==> src/rtl/eps_pkg.sv <==
package eps_pkg;

    // ****************************************
    // Object dictionary indices
    // ****************************************
    localparam logic [15:0] IDX_LOW_LIMIT  = 16'h6401;
    localparam logic [15:0] IDX_HIGH_LIMIT = 16'h6402;
    localparam logic [15:0] IDX_MFR_MIN    = 16'h2104;
    localparam logic [15:0] IDX_MFR_MAX    = 16'h2105;
    localparam logic [15:0] IDX_OPSTAT     = 16'h6500;
    localparam logic [15:0] IDX_STEPS      = 16'h6501;
    localparam logic [15:0] IDX_REVS       = 16'h6502;
    localparam logic [15:0] IDX_ALARM      = 16'h6503;
    localparam logic [15:0] IDX_ALARM_SUP  = 16'h6504;
    localparam logic [15:0] IDX_WARN       = 16'h6505;
    localparam logic [15:0] IDX_WARN_SUP   = 16'h6506;
    localparam logic [15:0] IDX_VERSION    = 16'h6507;

    // ****************************************
    // Reset values and constants
    // ****************************************
    localparam logic [31:0] LIMIT_RESET    = 32'h0000_0000;
    localparam logic [15:0] ALARM_SUPPORT  = 16'h1000;
    localparam logic [15:0] WARN_SUPPORT   = 16'h1000;
    localparam logic [31:0] STEPS_PER_REV  = 32'h0000_2000;
    localparam logic [15:0] REV_RANGE      = 16'h1000;
    // Version bytes: values are arbitrary
    localparam logic [7:0]  SW_VER_UPPER   = 8'h01;
    localparam logic [7:0]  SW_VER_LOWER   = 8'h00;
    localparam logic [7:0]  PROF_VER_UPPER = 8'h01;
    localparam logic [7:0]  PROF_VER_LOWER = 8'h00;

    // ****************************************
    // Field positions
    // ****************************************
    localparam int AREA_UNDER_BIT  = 2;
    localparam int AREA_OVER_BIT   = 1;
    localparam int ALARM_POS_BIT   = 0;
    localparam int VENDOR_LSB      = 12;
    localparam int WARN_FIELD_MSB  = 5;

    // Non-volatile word addresses
    localparam logic NV_ADDR_LOW  = 1'b0;
    localparam logic NV_ADDR_HIGH = 1'b1;
    localparam int   NV_DEPTH     = 2;

    typedef enum logic [2:0] {
        ST_BOOT_LOW,
        ST_BOOT_HIGH,
        ST_BOOT_LAST,
        ST_RUN,
        ST_STORE_LOW,
        ST_STORE_HIGH
    } eps_state_type;

endpackage

==> src/rtl/eps_status_objects.sv <==
`timescale 1ns/1ns
`default_nettype none
module eps_status_objects (
    input  wire logic               clk,
    input  wire logic               srst,
    input  wire logic signed [31:0] position,
    input  wire logic               pos_valid,
    input  wire logic        [15:0] oper_param,
    input  wire logic               position_fault,
    input  wire logic               position_accurate,
    input  wire logic        [3:0]  vendor_alarm_in,
    input  wire logic        [3:0]  vendor_warn_in,
    input  wire logic               store_req,
    input  wire logic        [15:0] od_index,
    input  wire logic               od_rd,
    input  wire logic               od_wr,
    input  wire logic        [31:0] od_wdata,
    output logic             [31:0] od_rdata,
    output logic                    od_ack,
    output logic                    od_err,
    output logic             [7:0]  area_state,
    output logic                    position_invalid,
    output logic                    boot_done
);

    // ****************************************
    // Decode helpers
    // ****************************************
    // Both aliases of each limit resolve to the same storage
    function automatic logic eps_is_low(input logic [15:0] idx);
        eps_is_low = (idx == eps_pkg::IDX_LOW_LIMIT) || (idx == eps_pkg::IDX_MFR_MIN);
    endfunction

    function automatic logic eps_is_high(input logic [15:0] idx);
        eps_is_high = (idx == eps_pkg::IDX_HIGH_LIMIT) || (idx == eps_pkg::IDX_MFR_MAX);
    endfunction

    // ****************************************
    // State and storage
    // ****************************************
    eps_pkg::eps_state_type state;
    eps_pkg::eps_state_type next_state;

    logic signed [31:0] low_limit;
    logic signed [31:0] high_limit;
    logic        [15:0] opstat;
    logic        [15:0] alarm_word;
    logic        [15:0] warn_word;
    logic        [31:0] nv_rdata;
    logic               underflow;
    logic               overflow;

    // ****************************************
    // Sequencer
    // ****************************************
    // Boot walks the two retained words, store writes them back
    always_comb begin
        next_state = state;
        case (state)
            eps_pkg::ST_BOOT_LOW: begin
                next_state = eps_pkg::ST_BOOT_HIGH;
            end
            eps_pkg::ST_BOOT_HIGH: begin
                next_state = eps_pkg::ST_BOOT_LAST;
            end
            eps_pkg::ST_BOOT_LAST: begin
                next_state = eps_pkg::ST_RUN;
            end
            eps_pkg::ST_RUN: begin
                if (store_req) begin
                    next_state = eps_pkg::ST_STORE_LOW;
                end
            end
            eps_pkg::ST_STORE_LOW: begin
                next_state = eps_pkg::ST_STORE_HIGH;
            end
            eps_pkg::ST_STORE_HIGH: begin
                next_state = eps_pkg::ST_RUN;
            end
            default: begin
                next_state = eps_pkg::ST_BOOT_LOW;
            end
        endcase
    end

    always_ff @(posedge clk) begin
        if (srst) begin
            state <= eps_pkg::ST_BOOT_LOW;
        end else begin
            state <= next_state;
        end
    end

    wire logic booting    = (state == eps_pkg::ST_BOOT_LOW) || (state == eps_pkg::ST_BOOT_HIGH)
                          || (state == eps_pkg::ST_BOOT_LAST);
    wire logic nv_wr      = (state == eps_pkg::ST_STORE_LOW) || (state == eps_pkg::ST_STORE_HIGH);
    wire logic nv_wr_addr = (state == eps_pkg::ST_STORE_HIGH) ? eps_pkg::NV_ADDR_HIGH : eps_pkg::NV_ADDR_LOW;
    wire logic [31:0] nv_wr_data = (state == eps_pkg::ST_STORE_HIGH) ? high_limit : low_limit;
    wire logic nv_rd_addr = (state == eps_pkg::ST_BOOT_LOW) ? eps_pkg::NV_ADDR_LOW : eps_pkg::NV_ADDR_HIGH;

    eps_nv_store u_nv (
        .clk     (clk),
        .wr_en   (nv_wr),
        .wr_addr (nv_wr_addr),
        .wr_data (nv_wr_data),
        .rd_addr (nv_rd_addr),
        .rd_data (nv_rdata)
    );

    // ****************************************
    // Access decode
    // ****************************************
    wire logic idx_low    = eps_is_low(od_index);
    wire logic idx_high   = eps_is_high(od_index);
    wire logic idx_warn   = (od_index == eps_pkg::IDX_WARN);
    wire logic idx_ro     = (od_index == eps_pkg::IDX_OPSTAT) || (od_index == eps_pkg::IDX_STEPS)
                          || (od_index == eps_pkg::IDX_REVS) || (od_index == eps_pkg::IDX_ALARM)
                          || (od_index == eps_pkg::IDX_ALARM_SUP) || (od_index == eps_pkg::IDX_WARN_SUP)
                          || (od_index == eps_pkg::IDX_VERSION);
    wire logic writable   = idx_low || idx_high || idx_warn;
    wire logic mapped     = writable || idx_ro;
    wire logic access     = od_rd || od_wr;
    // Writes to read-only targets and accesses to unknown indices are refused; a write to the warning index is acknowledged and dropped
    wire logic bad_access = access && (booting || !mapped || (od_wr && !writable));
    wire logic wr_low     = od_wr && !booting && idx_low;
    wire logic wr_high    = od_wr && !booting && idx_high;

    // ****************************************
    // Work-area limits
    // ****************************************
    // Boot restore takes priority; bus writes only land in service
    always_ff @(posedge clk) begin
        if (srst) begin
            low_limit  <= eps_pkg::LIMIT_RESET;
            high_limit <= eps_pkg::LIMIT_RESET;
        end else begin
            if (state == eps_pkg::ST_BOOT_HIGH) begin
                low_limit <= nv_rdata;
            end else if (wr_low) begin
                low_limit <= od_wdata;
            end
            if (state == eps_pkg::ST_BOOT_LAST) begin
                high_limit <= nv_rdata;
            end else if (wr_high) begin
                high_limit <= od_wdata;
            end
        end
    end

    eps_limit_cmp u_cmp (
        .clk        (clk),
        .srst       (srst),
        .sample     (pos_valid),
        .position   (position),
        .low_limit  (low_limit),
        .high_limit (high_limit),
        .underflow  (underflow),
        .overflow   (overflow)
    );

    // ****************************************
    // Status words
    // ****************************************
    // Sticky alarm: a fault in the clearing cycle keeps the bit set
    wire logic [15:0] alarm_raw  = {vendor_alarm_in, 11'h000, position_fault};
    wire logic [15:0] next_alarm = alarm_raw | (position_accurate ? 16'h0000 : alarm_word);
    // Warnings are live levels, so they drop as soon as tolerances recover
    wire logic [15:0] next_warn  = {vendor_warn_in, 12'h000} & eps_pkg::WARN_SUPPORT;

    always_ff @(posedge clk) begin
        if (srst) begin
            alarm_word       <= 16'h0000;
            warn_word        <= 16'h0000;
            position_invalid <= 1'b0;
            opstat           <= 16'h0000;
            area_state       <= 8'h00;
        end else begin
            alarm_word       <= next_alarm;
            warn_word        <= next_warn;
            position_invalid <= |next_alarm;
            opstat           <= oper_param;
            area_state       <= {5'h00, underflow, overflow, 1'b0};
        end
    end

    // ****************************************
    // Read mux and answer
    // ****************************************
    wire logic [31:0] version = {eps_pkg::SW_VER_UPPER, eps_pkg::SW_VER_LOWER,
                                 eps_pkg::PROF_VER_UPPER, eps_pkg::PROF_VER_LOWER};
    wire logic [31:0] rd_value =
        idx_low                                ? low_limit :
        idx_high                               ? high_limit :
        (od_index == eps_pkg::IDX_OPSTAT)      ? {16'h0000, opstat} :
        (od_index == eps_pkg::IDX_STEPS)       ? eps_pkg::STEPS_PER_REV :
        (od_index == eps_pkg::IDX_REVS)        ? {16'h0000, eps_pkg::REV_RANGE} :
        (od_index == eps_pkg::IDX_ALARM)       ? {16'h0000, alarm_word} :
        (od_index == eps_pkg::IDX_ALARM_SUP)   ? {16'h0000, eps_pkg::ALARM_SUPPORT} :
        idx_warn                               ? {16'h0000, warn_word} :
        (od_index == eps_pkg::IDX_WARN_SUP)    ? {16'h0000, eps_pkg::WARN_SUPPORT} :
        (od_index == eps_pkg::IDX_VERSION)     ? version : 32'h0000_0000;

    // One answer per request, the cycle after it
    always_ff @(posedge clk) begin
        if (srst) begin
            od_rdata  <= 32'h0000_0000;
            od_ack    <= 1'b0;
            od_err    <= 1'b0;
            boot_done <= 1'b0;
        end else begin
            od_rdata  <= (od_rd && !bad_access) ? rd_value : 32'h0000_0000;
            od_ack    <= access && !bad_access;
            od_err    <= bad_access;
            boot_done <= !booting;
        end
    end
endmodule
`default_nettype wire

==> src/rtl/eps_nv_store.sv <==
`timescale 1ns/1ns
`default_nettype none
module eps_nv_store (
    input  wire logic        clk,
    input  wire logic        wr_en,
    input  wire logic        wr_addr,
    input  wire logic [31:0] wr_data,
    input  wire logic        rd_addr,
    output logic      [31:0] rd_data
);

    // ****************************************
    // Retained limit storage
    // ****************************************
    // No reset: contents must survive a soft reset of the logic
    logic [31:0] mem [0:eps_pkg::NV_DEPTH-1];

    // Blank part reads zero until first stored
    initial begin
        for (int i = 0; i < eps_pkg::NV_DEPTH; i++) begin
            mem[i] = 32'h0000_0000;
        end
    end

    // Write port
    always_ff @(posedge clk) begin
        if (wr_en) begin
            mem[wr_addr] <= wr_data;
        end
    end

    // Registered read, one cycle latency
    always_ff @(posedge clk) begin
        rd_data <= mem[rd_addr];
    end

endmodule
`default_nettype wire

==> src/rtl/eps_limit_cmp.sv <==
`timescale 1ns/1ns
`default_nettype none
module eps_limit_cmp (
    input  wire logic               clk,
    input  wire logic               srst,
    input  wire logic               sample,
    input  wire logic signed [31:0] position,
    input  wire logic signed [31:0] low_limit,
    input  wire logic signed [31:0] high_limit,
    output logic                    underflow,
    output logic                    overflow
);

    // ****************************************
    // Work-area comparison
    // ****************************************
    // Signed compare so negative positions behave
    wire logic at_low  = (position <= low_limit);
    wire logic at_high = (position >= high_limit);

    // Flags follow each new sample and hold between samples
    always_ff @(posedge clk) begin
        if (srst) begin
            underflow <= 1'b0;
            overflow  <= 1'b0;
        end else if (sample) begin
            underflow <= at_low;
            overflow  <= at_high;
        end
    end

endmodule
`default_nettype wire

==> config.mk <==
export PLATFORM = sky130hd
export DESIGN_NAME = eps_status_objects
export DESIGN_NICKNAME = d
export VERILOG_FILES = /design/src/rtl/eps_pkg.sv /design/src/rtl/eps_status_objects.sv /design/src/rtl/eps_nv_store.sv /design/src/rtl/eps_limit_cmp.sv
export SDC_FILE = /design/constraint.sdc
export NUM_CORES = 1
export LEC_CHECK = 0
export ABC_AREA = 1
export BUFFER_PORTS_ARGS = -buffer_cell sky130_fd_sc_hd__buf_2
export CORE_MARGIN = 3
export CORE_UTILIZATION = 45
export DETAILED_ROUTE_END_ITERATION = 16
export PLACE_DENSITY = 0.69
export SYNTH_ARGS = -nofsm -noshare
export SYNTH_HDL_FRONTEND = slang
export SYNTH_SLANG_ARGS = --single-unit
==> constraint.sdc <==
create_clock -name clk -period 7.73 [get_ports clk]
set_clock_uncertainty 0.2 [all_clocks]
set_input_delay 0 -clock clk [delete_from_list [all_inputs] [get_ports clk]]
set_output_delay 0 -clock clk [all_outputs]
set_load 0.01 [all_outputs]
==> flow_summary.toml <==
[cts]
insertion_delay_ns = 0.53
cts-resized-gates = 0
numCtsBuffers = 25
cts_sinks = 236
ctsHtreeMaxLevel = 1
cts_root_buffer = "clkbuf_16"
cts.path.max_buffers = 3
cts_tree = "yes"
clk_pin_slew_ns = 0.06
post-cts-setup-buffer-count = 0

[detailed_routing]
remaining_drc_errors = 0
wl_per_cell_um = 15.3
first_pass_iters = 5
via_per_inst = 5.10
drtIter0Drc = 734
routed_wl_mm = 28.5
vias = 9488
ant_nets = 0

[synthesis]
synth_cell_types = 38
synth-compound-area-share = 0.161
syn_inst = 1315
synth-edff-count = 64
synth_flop_cell = "dfxtp_1"
synth_top_family_by_area = "simple AND/OR/NAND/NOR gates"
synth_mux_area_frac = 0.0326
synthSimpleGateAreaFrac = 0.162
synth_fa_ha_area_frac = 0.0724
syn_avg_cell_area_um2 = 8.41
synthXorXnorAreaFrac = 0
ys_ff_latch = 236
ys.warnings.count = 0
ys_seq_area_frac = 0.485
syn_area_um2 = 11100
async_reset_ff_frac = 0

[global_routing]
antenna_found_initial = 0
grt.total_usage = 0.213
grt_pass1_wl_mm = 45.8
grt_pass1_vias = 9250
grt_max_degree = 97
overflow = 0

[placed_design]
portBuffers = 146
dpl_cell_area_um2 = 11900
gp_congestion = 0.860
hpwl_mm = 18.5

[power_and_ir_drop]
ir_worst_vdd_v = 0.000161
totalPowerFinal_mw = 3.02
power.density_nw_per_um2 = 222
power.leakage_nw = 5.90

[floorplanning]
initial_core_util = 0.464
core_um2 = 23800
fp.dieArea_um2 = 26500
ios = 156
placementRows = 56
dieHeight_um = 163
die_w_um = 163

[sta]
tns_ns = 0
fin_crit_ns = 2.90
worst_pin_slew_ns = 1.14
drv_slew = 0
setup_viol = 0
fmax_mhz = 345
period_share = 0.375
rsz0062_at_grt = "false"
relSlewSlack = 0.239
hold_violations = 0

[critical_path]
critPathMaxFanout = 32
r2r_setup_slack_ns = 5.18
crit_arrival_ns = 3.12
reg2reg_to = "u_cmp.overflow$_SDFFE_PP0P_"
worstSetupPathType = "primary input to register"
reg2reg_depth = 12
critPathLaunchType = "primary input"
rr_startpoint = "high_limit[31]$_SDFFE_PP0P_"
crit_required_ns = 7.95
end_kind = "register"

[cells_and_area]
layout.nets = 1699
fill_cells = 2161
area_growth_pct = 23.2
final_layout_size_suffix_gt1_frac = 0.182
final_area_um2 = 13600
utilization = 0.572
num_antenna_cells = 0

[min_path]
min-delay-path-class = "primary input to register"
hold_depth = 4
min_from = "vendor_alarm_in[3]"
min_delay_worst_endpoint = "alarm_word[15]$_SDFF_PP0_"

[run]
max_cap_viol_count = 0

[status]
status = "finished, final reports clean"
==> critical path, stage by stage <==
cell and delay [ns]:
dlygate4sd3_1 0.53, buf_2 0.14, inv_2 0.06, nand2_1 0.06, a211oi_1 0.19, dlygate4sd3_1 0.58
nand2_1 0.08, nand3_1 0.08, nand2_1 0.05, dlygate4sd3_1 0.59, nand2_4 0.10, nand2_4 0.33
a21oi_1 0.30
==> cell usage after synthesis (4+ instances only) <==
master,count,area share
dfxtp_1,172,0.31
buf_4,6,0.0041
mux2_2,32,0.033
o211ai_1,4,0.0027
nor2_2,19,0.011
nor2_1,77,0.026
buf_2,14,0.0063
edfxtp_1,64,0.17
nor3_1,6,0.0027
a21oi_1,110,0.050
buf_6,5,0.0051
nand2_1,274,0.093
o21a_1,4,0.0027
o21ai_1,5,0.0023
nand4_1,8,0.0045
clkbuf_1,42,0.014
o211ai_2,9,0.010
inv_2,4,0.0014
ha_1,64,0.072
inv_1,163,0.055
a21oi_2,15,0.012
o21ai_0,162,0.073
nand3_1,32,0.014
==> through the flow <==
step / cells / hold WS [ns] / worst slack [ns]
6_report: 1861 / 0.0536 / 4.83
5_1_grt: 1861 / 0.0772 / 4.55
4_1_cts: 1861 / 0.0445 / 4.86
3_5_place_dp: 1723 / 0.00622 / 4.76
3_3_place_gp: 1723 / -0.000985 / 4.79
2_1_floorplan: 1320 / -0.123 / 5.06
==> metal layers <==
layer,GRT usage,vias up,share of wire
met5,0,-,0
met4,0.0669,0,0.027
met3,0.0328,55,0.067
met2,0.360,308,0.47
met1,0.281,4396,0.43
li1,-,4729,-
==> how the worst max path moves through the flow <==
stage | depth (start not counted) | to | slack (ns) | start
floorplan | 6 | u_nv.mem[0][22]$_DFFE_PP_ | 5.06 | state[1]$_SDFFE_PP0P_
global placement | 11 | od_rdata[15]$_SDFF_PP0_ | 4.79 | od_index[13]
detailed placement | 11 | od_rdata[15]$_SDFF_PP0_ | 4.76 | od_index[13]
CTS | 13 | od_rdata[16]$_SDFF_PP0_ | 4.86 | od_index[0]
global route | 13 | od_rdata[16]$_SDFF_PP0_ | 4.55 | od_index[1]
finish | 13 | od_rdata[16]$_SDFF_PP0_ | 4.83 | od_index[1]
==> kinds of logic (layout without fill, tap and decap cells) <==
logic type                 Yosys count  after routing
AOI/OAI and AO/OA                  319            319
adders and majority gates           64             64
buffers and inverters              234            456
DFF                                236            236
muxes                               32             32
other                                1              6
and+or+nand+nor                    429            429
==> power by group <==
| part | internal [mW] | switching, mW | leakage (nW) |
|---|---|---|---|
| sequential | 1.36 | 0.0353 | 2.01 |
| clock | 0.644 | 0.494 | 0.373 |
| combinational | 0.193 | 0.292 | 3.52 |
| total | 2.20 | 0.822 | 5.90 |
==> layout make-up <==
class	instances	area (µm²)	area share
inverters	167	627	0.0460
well taps	319	399	0.0293
clock inverters	12	103	0.00753
multi-input cells	850	4770	0.350
clock buffers	34	669	0.0492
repair buffers	243	1690	0.124
flip-flops and latches	236	5370	0.394
==> layout by cell type, fill, tap and decap left out, drive strengths merged, types with 13 or more instances in the layout <==
master,netlist,final
a21oi,127,127
buf,25,151
clkbuf,42,34
dfxtp,172,172
dlygate4sd3,0,92
edfxtp,64,64
ha,64,64
inv,167,168
mux2,32,32
nand2,278,278
nand3,33,33
nor2,99,99
o211ai,13,13
o21ai,167,167
==> sequential cells by signal, indices dropped and copies added, names as in the netlist <==
name and cells:
boot_done 1, od_rdata 32, u_nv.rd_data 32, u_cmp.underflow 1
u_nv.mem 64, u_cmp.overflow 1, low_limit 32, od_err 1
position_invalid 1, area_state 2, od_ack 1, warn_word 1
opstat 16, high_limit 32, state 3, alarm_word 16
==> repair_timing <==
| action | 4_1_cts | 5_1_grt |
|---|---|---|
| endpoints found under the setup margin | 0 | 0 |
| hold endpoints to repair | 120 | 0 |
| hold buffers | 92 | 0 |
Power figures use the tool's default switching activity.
